$ cat config.mk
export PLATFORM = sky130hd
export DESIGN_NAME = cds_doze_sleep
export DESIGN_NICKNAME = d
export VERILOG_FILES = /design/src/cds_pkg.sv /design/src/cds_doze_sleep.sv
export VERILOG_INCLUDE_DIRS = /design/src
export SDC_FILE = /design/constraint.sdc
export NUM_CORES = 1
export LEC_CHECK = 0
export ABC_CLOCK_PERIOD_IN_PS = 1900
export BUFFER_PORTS_ARGS = -buffer_cell sky130_fd_sc_hd__buf_2
export CORE_MARGIN = 2
export CORE_UTILIZATION = 37
export DETAILED_ROUTE_END_ITERATION = 8
export GPL_TIMING_DRIVEN = 0
export PLACE_DENSITY = 0.86
export SYNTH_ARGS = -nofsm -noshare
export SYNTH_HDL_FRONTEND = slang
export SYNTH_SLANG_ARGS = --single-unit
$ cat constraint.sdc
create_clock -name sys_clk -period 1.9 [get_ports sys_clk]
set_input_delay 0.38 -clock sys_clk [delete_from_list [all_inputs] [get_ports sys_clk]]
set_output_delay 0.38 -clock sys_clk [all_outputs]
set_load 0.03 [all_outputs]
$ cat src/cds_consts.svh
// Offsets, field positions, reset values and timing counts of the doze and sleep control.
`ifndef CDS_CONSTS_SVH
`define CDS_CONSTS_SVH

// ============================================================================
// Register byte offsets
`define CDS_OFS_CONTROL     4'h0
`define CDS_OFS_STATUS      4'h4

// ============================================================================
// Control register fields
`define CDS_CTL_HALT_BIT    7
`define CDS_CTL_SLOW_BIT    6
`define CDS_CTL_FAST_BIT    5
`define CDS_CTL_RET_BIT     4
`define CDS_CTL_RATIO_HI    2
`define CDS_CTL_RATIO_LO    0

// ============================================================================
// Status register fields
`define CDS_STA_TMO_BIT     0
`define CDS_STA_PWD_BIT     1
`define CDS_STA_SLEEP_BIT   2
`define CDS_STA_IDLE_BIT    3
`define CDS_STA_WAIT_BIT    4

// ============================================================================
// Reset values and timing
`define CDS_RST_RATIO       3'h0
`define CDS_RST_FLAG_N      1'h1
`define CDS_PHASE_LAST      2'h3

`endif

$ cat src/cds_pkg.sv
// Types shared by the doze and sleep control.
package cds_pkg;

  // ==========================================================================
  // Power state of the core
  typedef enum logic [1:0] {
    RUN,
    IDLE,
    SLEEP,
    WAKE_WAIT
  } cds_state_e;

  // ==========================================================================
  // Software-visible slowdown control fields
  typedef struct packed {
    logic       haltSelect;
    logic       slowdownActive;
    logic       fastOnInterrupt;
    logic       slowAfterReturn;
    logic [2:0] ratio;
  } cds_ctrl_s;

endpackage

$ cat src/cds_doze_sleep.sv
// Doze, idle and sleep control of the CPU core with an Avalon-MM register slave.
//
// Overview of operation
// Doze lets CPU run one cycle in N.
// Ratio code 0 gives 1:2, doubling to 1:256.
// System clock and quarter clock keep running in doze.
// ISR entry copies doze state to slow-after-return.
// ISR entry clears doze when fast-on-interrupt set.
// ISR return loads doze from slow-after-return.
// Slow-after-return stays software writable inside ISR.
// Multicycle instruction finishes before vector fetch.
// Cancelled vectoring still clears doze, full speed.
// Sleep instruction with halt-select clear gates CPU.
// Sleep instruction with halt-select set enters idle.
// Sleep entry clears watchdog; sleep-enabled watchdog counts.
// Sleep entry clears power-down, sets timeout flag.
// Low, secondary, high and converter oscillators stay on.
// Ports hold their pre-sleep state during sleep.
// Sleep alters no reset source except watchdog.
// Enabled reset sources leave sleep by full reset.
// All interrupts but clock-switch wake without reset.
// Own enable needed; global enable not needed.
// After wake, ISR called only with global enable.
// Every wake from sleep clears the watchdog.
// Wake waits for flash, oscillator and brown-out ready.
// Interrupt pending before sleep makes it a no-op.
// Interrupt during sleep instruction: sleep, wake at once.
// Free counter of instruction cycles gates CPU enable.
// Wake restores the doze or normal state before sleep.
//
// Implementation choices: the register offsets and the Avalon-MM slave port.
`timescale 1ns/1ps
`default_nettype none
`include "cds_consts.svh"

module cds_doze_sleep #(
  parameter int NUM_IRQ    = 16,
  parameter int CSW_INDEX  = 3,
  parameter int RATIO_BITS = 8
) (
  // Clock and reset
  input  wire logic                  sys_clk,
  input  wire logic                  nrst,
  // Avalon-MM register slave
  input  wire logic [3:0]            address,
  input  wire logic                  read,
  input  wire logic                  write,
  input  wire logic [3:0]            byteenable,
  input  wire logic [31:0]           writedata,
  output logic      [31:0]           readdata,
  output logic                       waitrequest,
  // CPU core events
  input  wire logic                  sleepExec,
  input  wire logic                  isrEntry,
  input  wire logic                  isrReturn,
  input  wire logic                  vectorCancel,
  input  wire logic                  instrBusy,
  input  wire logic                  vectorReq,
  output logic                       vectorGrant,
  output logic                       cpuClkEn,
  output logic                       periphCycleTick,
  output logic                       wakeResume,
  output logic                       wakeCallIsr,
  // Interrupt controller
  input  wire logic [NUM_IRQ-1:0]    irqFlag,
  input  wire logic [NUM_IRQ-1:0]    irqEnable,
  input  wire logic                  globalIrqEnable,
  // Watchdog
  input  wire logic                  wdtSleepEnable,
  input  wire logic                  wdtWake,
  output logic                       wdtClear,
  output logic                       wdtCountEn,
  // Reset sources and readiness
  input  wire logic [4:0]            resetSource,
  input  wire logic                  flashReady,
  input  wire logic                  oscReady,
  input  wire logic                  brownoutReady,
  input  wire logic                  brownoutDisabled,
  output logic                       deviceResetReq,
  // Clocks and pins
  output logic [3:0]                 oscKeepOn,
  output logic                       ioHold,
  output logic                       powerdownFlagN,
  output logic                       timeoutFlagN
);

  // ==========================================================================
  // State
  cds_pkg::cds_state_e   state_ff;
  cds_pkg::cds_state_e   nxt_state;
  cds_pkg::cds_ctrl_s    ctrl_ff;
  logic [1:0]            phase_ff;
  logic [RATIO_BITS-1:0] dozeCnt_ff;
  logic [RATIO_BITS-1:0] ratioMask;
  logic                  ackFf_ff;
  logic [31:0]           readdata_ff;
  logic                  pwdN_ff;
  logic                  tmoN_ff;
  logic                  wdtClear_ff;
  logic                  wakeResume_ff;
  logic                  wakeCallIsr_ff;
  logic                  resetReq_ff;
  logic                  wakeIrq;
  logic                  sleepEnter;
  logic                  wakeReady;
  logic                  regWrite;
  logic                  instrTick;
  logic [NUM_IRQ-1:0]    wakeMask;

  // ==========================================================================
  // Wake sources
  always_comb begin
    wakeMask            = '1;
    wakeMask[CSW_INDEX] = 1'b0;
  end
  assign wakeIrq    = |(irqFlag & irqEnable & wakeMask); // see R18
  // An enabled flag other than clock-switch already pending at a sleep instruction with halt-select clear turns it into a no-op.
  assign sleepEnter = (state_ff == cds_pkg::RUN) && sleepExec && !ctrl_ff.haltSelect
                      && !wakeIrq; // see R10
  assign wakeReady  = flashReady && oscReady
                      && (brownoutReady || brownoutDisabled);

  // ==========================================================================
  // Power state machine
  always_comb begin
    nxt_state = state_ff;
    case (state_ff)
      cds_pkg::RUN: begin
        if (sleepExec && ctrl_ff.haltSelect) begin
          nxt_state = cds_pkg::IDLE;
        end else if (sleepEnter) begin
          nxt_state = cds_pkg::SLEEP;
        end
      end
      cds_pkg::IDLE: begin
        if (wakeIrq || wdtWake) begin
          nxt_state = cds_pkg::RUN;
        end
      end
      cds_pkg::SLEEP: begin
        // An interrupt raised while asleep starts the wake on the next edge.
        if (wakeIrq) begin
          nxt_state = cds_pkg::WAKE_WAIT; // see R18
        end
      end
      cds_pkg::WAKE_WAIT: begin
        if (wakeReady) begin
          nxt_state = cds_pkg::RUN;
        end
      end
      default: begin
        nxt_state = cds_pkg::RUN;
      end
    endcase
  end

  always_ff @(posedge sys_clk or negedge nrst) begin
    if (!nrst) begin
      state_ff <= cds_pkg::RUN;
    end else begin
      state_ff <= nxt_state;
    end
  end

  // ==========================================================================
  // Status flags: set on sleep entry only, untouched by a no-op sleep
  always_ff @(posedge sys_clk or negedge nrst) begin
    if (!nrst) begin
      pwdN_ff <= `CDS_RST_FLAG_N;
      tmoN_ff <= `CDS_RST_FLAG_N;
    end else if (sleepEnter) begin
      pwdN_ff <= 1'b0; // see R13
      tmoN_ff <= 1'b1;
    end
  end

  // ==========================================================================
  // Watchdog clear and wake pulses
  always_ff @(posedge sys_clk or negedge nrst) begin
    if (!nrst) begin
      wdtClear_ff    <= 1'b0;
      wakeResume_ff  <= 1'b0;
      wakeCallIsr_ff <= 1'b0;
    end else begin
      // Clears counter and prescaler on sleep entry and on every wake from sleep.
      wdtClear_ff    <= sleepEnter // see R12
                        || (state_ff == cds_pkg::SLEEP && nxt_state != cds_pkg::SLEEP);
      wakeResume_ff  <= (state_ff == cds_pkg::WAKE_WAIT) && wakeReady;
      wakeCallIsr_ff <= (state_ff == cds_pkg::WAKE_WAIT) && wakeReady
                        && globalIrqEnable;
    end
  end

  // Reset sources are passed on unchanged in every state; sleep never masks them.
  always_ff @(posedge sys_clk or negedge nrst) begin
    if (!nrst) begin
      resetReq_ff <= 1'b0;
    end else begin
      resetReq_ff <= |resetSource; // see R16
    end
  end

  // ==========================================================================
  // Instruction-cycle phase and doze counter
  always_ff @(posedge sys_clk or negedge nrst) begin
    if (!nrst) begin
      phase_ff <= 2'h0;
    end else begin
      phase_ff <= phase_ff + 2'h1;
    end
  end
  assign instrTick = (phase_ff == `CDS_PHASE_LAST);
  // Code k selects a period of 2^(k+1) instruction cycles.
  assign ratioMask = RATIO_BITS'((2 << ctrl_ff.ratio) - 1);

  always_ff @(posedge sys_clk or negedge nrst) begin
    if (!nrst) begin
      dozeCnt_ff <= '0;
    end else if (instrTick) begin
      dozeCnt_ff <= (dozeCnt_ff + 1'b1) & ratioMask;
    end
  end

  // ==========================================================================
  // Slowdown control register: hardware events win over a software write
  assign regWrite = write && ackFf_ff && (address == `CDS_OFS_CONTROL) && byteenable[0];

  always_ff @(posedge sys_clk or negedge nrst) begin
    if (!nrst) begin
      ctrl_ff <= '{1'b0, 1'b0, 1'b0, 1'b0, `CDS_RST_RATIO};
    end else begin
      if (regWrite) begin
        ctrl_ff.haltSelect      <= writedata[`CDS_CTL_HALT_BIT];
        ctrl_ff.slowdownActive  <= writedata[`CDS_CTL_SLOW_BIT];
        ctrl_ff.fastOnInterrupt <= writedata[`CDS_CTL_FAST_BIT];
        ctrl_ff.slowAfterReturn <= writedata[`CDS_CTL_RET_BIT];
        ctrl_ff.ratio           <= writedata[`CDS_CTL_RATIO_HI:`CDS_CTL_RATIO_LO];
      end
      if (isrEntry) begin
        ctrl_ff.slowAfterReturn <= ctrl_ff.slowdownActive;
        if (ctrl_ff.fastOnInterrupt) begin
          ctrl_ff.slowdownActive <= 1'b0;
        end
      end
      if (vectorCancel) begin
        ctrl_ff.slowdownActive <= 1'b0;
      end
      if (isrReturn) begin
        ctrl_ff.slowdownActive <= ctrl_ff.slowAfterReturn;
      end
    end
  end

  // ==========================================================================
  // Avalon-MM slave: one wait cycle, then data and write commit together
  always_ff @(posedge sys_clk or negedge nrst) begin
    if (!nrst) begin
      ackFf_ff    <= 1'b0;
      readdata_ff <= 32'h0000_0000;
    end else begin
      ackFf_ff <= (read || write) && !ackFf_ff;
      if (read && !ackFf_ff) begin
        readdata_ff <= 32'h0000_0000;
        case (address)
          `CDS_OFS_CONTROL: begin
            readdata_ff[7:0] <= {ctrl_ff[6:3], 1'b0, ctrl_ff.ratio};
          end
          `CDS_OFS_STATUS: begin
            readdata_ff[`CDS_STA_TMO_BIT]   <= tmoN_ff;
            readdata_ff[`CDS_STA_PWD_BIT]   <= pwdN_ff;
            readdata_ff[`CDS_STA_SLEEP_BIT] <= (state_ff == cds_pkg::SLEEP);
            readdata_ff[`CDS_STA_IDLE_BIT]  <= (state_ff == cds_pkg::IDLE);
            readdata_ff[`CDS_STA_WAIT_BIT]  <= (state_ff == cds_pkg::WAKE_WAIT);
          end
          default: begin
            readdata_ff <= 32'h0000_0000;
          end
        endcase
      end
    end
  end
  assign waitrequest = (read || write) && !ackFf_ff;
  assign readdata    = readdata_ff;

  // ==========================================================================
  // Outputs
  // The slowdown bit is never touched by sleep, so the wake returns to it.
  assign cpuClkEn        = (state_ff == cds_pkg::RUN)
                           && (!ctrl_ff.slowdownActive || dozeCnt_ff == '0); // see R1
  // Grant only on an enabled CPU cycle with no multicycle instruction open.
  assign vectorGrant     = vectorReq && !instrBusy && cpuClkEn;
  assign periphCycleTick = instrTick;
  assign wakeResume      = wakeResume_ff;
  assign wakeCallIsr     = wakeCallIsr_ff;
  assign wdtClear        = wdtClear_ff;
  assign wdtCountEn      = (state_ff != cds_pkg::SLEEP) || wdtSleepEnable;
  assign deviceResetReq  = resetReq_ff;
  assign oscKeepOn       = 4'hF;
  assign ioHold          = (state_ff == cds_pkg::SLEEP)
                           || (state_ff == cds_pkg::WAKE_WAIT);
  assign powerdownFlagN  = pwdN_ff;
  assign timeoutFlagN    = tmoN_ff;

endmodule
`default_nettype wire

==> metrics.yaml, run 1 <==
sta:
  tns_ns: -0.2454
  clock_skew_ns: 0.002225
  hold_viol_final: 0
  tightestPinTransition_ns: 0.7167
  slew_headroom: 0.5222
  rsz0062_at_grt: "yes"
  post-route-min-period_ns: 2.069
  drv_slew: 0
  finalSetupViolations: 2
  setup_ws_ns: -0.1686
  worst_hold_slack_ns: 0.1451
  fmax_mhz: 483.4
  fin_crit_sh: 1.089
power_and_ir_drop:
  share_comb_of_total_power: 0.338
  p_sw_frac: 0.3325
  seqPwrFrac: 0.399
  p_per_area_nw_per_um2: 807.6
  ir_worst_vdd_v: 0.0005132
  p_clk_frac: 0.263
  p_leak_nw: 1.439
  p_int_mw: 1.472
  p_sw_mw: 0.7332
grt:
  grt_pass1_vias: 1675
  grt_usage: 0.1586
  antenna_found_initial: 0
  gr-total-overflow: 0
  grt_max_degree: 34
  grt_pass1_wl_mm: 7.527
setup_path:
  r2r_slack_ns: 0.13
  worst-path-max-fanout: 2
  crit_path_end_kind: "primary output"
  reg2reg_from: "ctrl_ff[1]$_DFFE_PN0N_"
  max_stage_delay_ns: 0.40
  path_delay_family: "simple AND/OR/NAND/NOR gates"
  cp.required_ns: 1.52
  critical_path_arrival_ns: 1.69
  slowest_stage: "dfrtp_1"
  reg2reg_depth: 6
  rr_endpoint: "dozeCnt_ff[5]$_DFFE_PN0P_"
  path_class: "reg2out"
  crit_path_start_kind: "flip-flop"
  cp.buffers_inverters: 2
  cp_cell_sequence: "inv_2 > ha_4 > nor4b_4 > nand2_1 > a21boi_4 > and3b_2 > buf_6"
floorplan:
  ios: 142
  die_x_um: 76.49
  core-area_sq_um: 5075
  start_util: 0.3831
  die_area_sq_um: 5851
  die_h_um: 76.49
  rows: 26
drt:
  top_layer_used: "met4"
  met3_length_um: 295
  firstDrtPassIters: 4
  met1Wirelength_mm: 1.956
  first_iter_violations: 38
  num_vias: 1737
  finalWirelength_mm: 4.536
  ant_nets: 0
  routed_via_density: 4.442
  post_drt_wl_per_cell_um: 11.60
  wl_met2_mm: 2.233
  drc: 0
clocking:
  clock-sinks: 33
  cts_buffer_depth: 2
  cts_tree: "done"
  ctsHoldBuffers: 0
  insertion_delay_ns: 0.29
  h-tree-depth: 2
  cts_made_buffers: 5
  root_buffer: "clkbuf_8"
  path_clk_slew_ns: 0.06
logic_synthesis:
  yosys.area.top_type: "dfrtp_1"
  synth.most_common_cell: "dfrtp_1"
  yosysSeqAreaShare: 0.4254
  yosys-top-cells-area: "dfrtp_1 41%, buf_4 12%, nand2_1 4.8%, mux2_2 2.9%, ha_1 2.6%"
  synth-seq-cells: 33
  avgSynthCellArea_sq_um: 9.485
  ys_async_sr_fraction: 1.000
  synth_ff_type: "dfrtp_1"
  syn_inst: 205
  ys_warn_count: 0
  ys_types: 51
  synth_edf_count: 0
  synthDominantCellAreaShare: 0.4118
  netlist_area_sq_um: 1944
  ys_top_cells_by_count: "32 x dfrtp_1, 30 x buf_4, 25 x nand2_1"
finish:
  drive_gt1_frac: 0.4517
  syn2layout_area_growth_pct: 40.41
  num_antenna_cells: 0
  final_nets: 418
outcome:
  violations: "setup timing"
  status: "finished, violations left"
worst_hold_path:
  min_path_type: "in2async"
place:
  io_buffers: 81
  dp.final_hpwl_mm: 3.648
  place_congestion: 0.7705
job:
  maxCapViolCount: 0
power groups by stage:
| stage | combinational (mW) | clock, mW | sequential, mW |
|---|---|---|---|
| after floorplan | 0.463 | 0 | 0.862 |
| after global placement | 0.639 | 0 | 0.858 |
| after detailed placement | 0.661 | 0 | 0.864 |
| after CTS | 0.694 | 0.593 | 0.870 |
| after global routing | 0.825 | 0.611 | 0.898 |
| final | 0.746 | 0.579 | 0.880 |
through the flow:
stage | total power, mW | area (sq um) | util | setup slack [ns] | std cells
2_1_floorplan | 1.325 | 2058 | - | 0.006583 | 232
3_3_place_gp | 1.496 | 2551 | 0.5027 | -0.06888 | 383
3_5_place_dp | 1.525 | 2551 | 0.5027 | -0.1181 | 383
4_1_cts | 2.158 | 2693 | 0.5306 | -0.1616 | 390
5_1_grt | 2.333 | 2730 | 0.5380 | -0.2661 | 391
6_report | 2.205 | 2730 | 0.5380 | -0.1686 | 391
cell type report:
type / count / area (sq um)
buffer: 34 / 241.5
clock inverter: 1 / 5.005
tap: 70 / 87.58
sequential: 33 / 828.3
clock buffer: 7 / 96.34
timing repair buffer: 85 / 447.9
multi-input combinational: 153 / 993.5
fill: 498 / 2345
inverter: 8 / 30.03
how the worst max path moves through the flow:
stage | startpoint | endpoint | slack (ns) | cells past startpoint
3_5_place_dp | ctrl_ff[0]$_DFFE_PN0N_ | dozeCnt_ff[5]$_DFFE_PN0P_ | -0.12 | 8
6_report | dozeCnt_ff[1]$_DFFE_PN0P_ | vectorGrant | -0.17 | 7
3_3_place_gp | ctrl_ff[1]$_DFFE_PN0N_ | dozeCnt_ff[5]$_DFFE_PN0P_ | -0.07 | 8
4_1_cts | dozeCnt_ff[1]$_DFFE_PN0P_ | vectorGrant | -0.16 | 7
2_1_floorplan | ctrl_ff[1]$_DFFE_PN0N_ | dozeCnt_ff[5]$_DFFE_PN0P_ | 0.007 | 8
5_1_grt | dozeCnt_ff[1]$_DFFE_PN0P_ | vectorGrant | -0.27 | 7
placed cells by master (no fill, tap or decap), types with 5 or more instances in the layout:
cell type	count
inv_1	6
o21ai_0	10
mux2_2	5
dfrtp_1	31
buf_4	34
clkbuf_8	7
nor2_1	9
nand2_1	25
buf_2	80
conb_1	29
layer usage:
layer  GRT usage  up-vias
met2      0.2814       62
met5           0        -
met1      0.1891      790
met4     0.04364        0
met3     0.04147        7
li1            -      878
kinds of logic after synthesis:
group | count (synthesis) | share of synthesized area
AO/OA/AOI/OAI | 39 | 0.1422
XOR/XNOR | 5 | 0.02253
adder cells (fa/ha/maj) | 4 | 0.02574
buffers and inverters | 46 | 0.1480
flip-flops | 33 | 0.4254
multiplexers | 9 | 0.04955
other | 2 | 0.003862
AND/OR/NAND/NOR | 67 | 0.1828
timing repair:
item | 4_1_cts | 5_1_grt
resized for setup | 8 | 8
buffers inserted | 2 | 2
cloned | 0 | 0
setup endpoints to repair | 4 | 4
pin swaps | 4 | 0
state kept, by name (all words and copies together), names as in the netlist:
signal,cells
dozeCnt_ff,8
readdata,8
ctrl_ff,7
phase_ff,2
state_ff,2
ackFf_ff,1
deviceResetReq,1
powerdownFlagN,1
wakeCallIsr,1
wakeResume,1
wdtClear,1
Note: power is estimated with default switching activity, not from simulation.
==> run 2: changes to the inputs <==
--- a/config.mk
+++ b/config.mk
@@ -9,10 +9,12 @@
 export ABC_CLOCK_PERIOD_IN_PS = 1900
 export BUFFER_PORTS_ARGS = -buffer_cell sky130_fd_sc_hd__buf_2
 export CORE_MARGIN = 2
-export CORE_UTILIZATION = 37
+export CORE_UTILIZATION = 38
+export CTS_BUF_LIST = sky130_fd_sc_hd__clkbuf_2 sky130_fd_sc_hd__clkbuf_4 sky130_fd_sc_hd__clkbuf_8
 export DETAILED_ROUTE_END_ITERATION = 8
 export GPL_TIMING_DRIVEN = 0
-export PLACE_DENSITY = 0.86
+export PLACE_DENSITY = 0.88
+export REMOVE_ABC_BUFFERS = 1
 export SYNTH_ARGS = -nofsm -noshare
 export SYNTH_HDL_FRONTEND = slang
 export SYNTH_SLANG_ARGS = --single-unit
==> run 2 against run 1 <==
Compared with the run above:
- the flow still finishes with violations (setup timing)
- cell count decreased by 8.7%
- sequential cell count is the same
- power increased by 1.9%
- worst hold slack gained 0.0020 ns
- clock-buffer cell count stayed put
- critical path type unchanged
- largest cell class unchanged
- highest routed layer unchanged
==> metrics.yaml, run 2 (synthesized netlist as in run 1, its figures left out) <==
setup_path:
  cp.required_ns: 1.52
  crit_path_start_kind: "flip-flop"
  path_class: "reg2out"
  reg2reg_from: "ctrl_ff[2]$_DFFE_PN0N_"
  critical_path_arrival_ns: 1.65
  r2r_slack_ns: 0.08
  crit_path_end_kind: "primary output"
  worst-path-max-fanout: 2
  startpoint: "dozeCnt_ff[1]$_DFFE_PN0P_"
  reg2reg_depth: 6
  crit_end: "vectorGrant"
  rr_endpoint: "dozeCnt_ff[5]$_DFFE_PN0P_"
floorplan:
  rows: 26
  die_area_sq_um: 5705
  start_util: 0.3881
  core-area_sq_um: 5010
  die_x_um: 75.53
  ios: 142
  die_h_um: 75.53
drt:
  drc: 0
  ant_nets: 0
  first_iter_violations: 50
  firstDrtPassIters: 6
  post_drt_wl_per_cell_um: 12.15
  routed_via_density: 4.669
  finalWirelength_mm: 4.337
  num_vias: 1667
finish:
  final_cell_mix: "80 x buf_2, 30 x dfrtp_1, 29 x conb_1"
  layout_commonest_cell: "buf_2"
  syn2layout_area_growth_pct: 28.44
  final_area_sq_um: 2497
  drive_gt1_frac: 0.3972
  final_util: 0.4985
  final_nets: 384
  num_antenna_cells: 0
place:
  dp.final_hpwl_mm: 3.349
  placed_cell_area_sq_um: 2286
  io_buffers: 82
  place_congestion: 0.7520
grt:
  gr-total-overflow: 0
  grt_pass1_wl_mm: 6.141
  antenna_found_initial: 0
  grt_usage: 0.1429
  grt_max_degree: 34
  grt_pass1_vias: 1402
sta:
  slew_headroom: 0.5169
  setup_ws_ns: -0.1298
  rsz0062_at_grt: "yes"
  fmax_mhz: 492.7
  drv_slew: 0
  tightestPinTransition_ns: 0.7246
  post-route-min-period_ns: 2.030
  clock_skew_ns: 0.006701
  finalSetupViolations: 2
  fin_crit_sh: 1.068
  hold_viol_final: 0
  worst_hold_slack_ns: 0.1472
power_and_ir_drop:
  p_leak_nw: 1.274
  ir_worst_vdd_v: 0.0004165
  finalPower_mw: 2.246
  p_per_area_nw_per_um2: 899.3
clocking:
  cts_made_buffers: 5
  cts_buffer_depth: 2
  h-tree-depth: 2
  ctsHoldBuffers: 0
  clock-sinks: 33
  path_clk_slew_ns: 0.07
  root_buffer: "clkbuf_8"
  cts_tree: "done"
  insertion_delay_ns: 0.29
outcome:
  status: "finished, violations left"
  violations: "setup timing"
job:
  maxCapViolCount: 0
worst_hold_path:
  min_path_type: "in2async"
==> run 2: cell type report <==
| type | count | area [sq um] |
|---|---|---|
| inverter | 8 | 30.03 |
| fill | 480 | 2512 |
| sequential | 33 | 829.5 |
| clock buffer | 7 | 90.09 |
| clock inverter | 1 | 30.03 |
| tap | 70 | 87.58 |
| timing repair buffer | 85 | 445.4 |
| multi-input combinational | 153 | 984.7 |
==> run 2: how the worst min path moves through the flow <==
stage | startpoint | to | slack (ns) | cells after the start
detailed placement | phase_ff[0]$_DFF_PN0_ | phase_ff[0]$_DFF_PN0_ | 0.43 | 1
floorplan | nrst | ackFf_ff$_DFF_PN0_ | 0.08 | 0
global placement | phase_ff[0]$_DFF_PN0_ | phase_ff[0]$_DFF_PN0_ | 0.41 | 1
global route | nrst | deviceResetReq$_DFF_PN0_ | 0.21 | 1
CTS | nrst | dozeCnt_ff[4]$_DFFE_PN0P_ | 0.17 | 1
finish | nrst | dozeCnt_ff[4]$_DFFE_PN0P_ | 0.15 | 1
==> run 2: critical path: stages (launching register included) <==
cell      delay, ns
dfrtp_1        0.39
inv_2          0.08
ha_4           0.11
nor4b_4        0.17
nand2_1        0.10
a21boi_2       0.19
and3b_1        0.19
buf_6          0.13
==> run 2: what timing repair did <==
item / 4_1_cts / 5_1_grt
buffers inserted: 2 / 1
setup endpoints to repair: 3 / 3
pin swaps: 2 / 3
resized for setup: 6 / 13
gates cloned: 0 / 0
==> run 2: routing by layer <==
metal / GRT usage / share of wire
met4: 0.06433 / 0.017
met1: 0.1836 / 0.41
met2: 0.2280 / 0.51
met5: 0 / 0
met3: 0.03571 / 0.061
==> run 2: stage by stage <==
step	std cells	TNS [ns]	worst slack, ns
6_report	357	-0.1953	-0.1298
5_1_grt	357	-0.3268	-0.1996
4_1_cts	356	-0.2018	-0.1467
3_5_place_dp	346	-0.1243	-0.1176
3_3_place_gp	346	-0.08727	-0.08727
2_1_floorplan	194	-0.6141	-0.5341
==> run 2: where the power goes <==
group	internal (mW)	leakage (nW)	switching, mW
clock	0.442	0.0619	0.261
combinational	0.296	0.785	0.368
sequential	0.781	0.427	0.0987
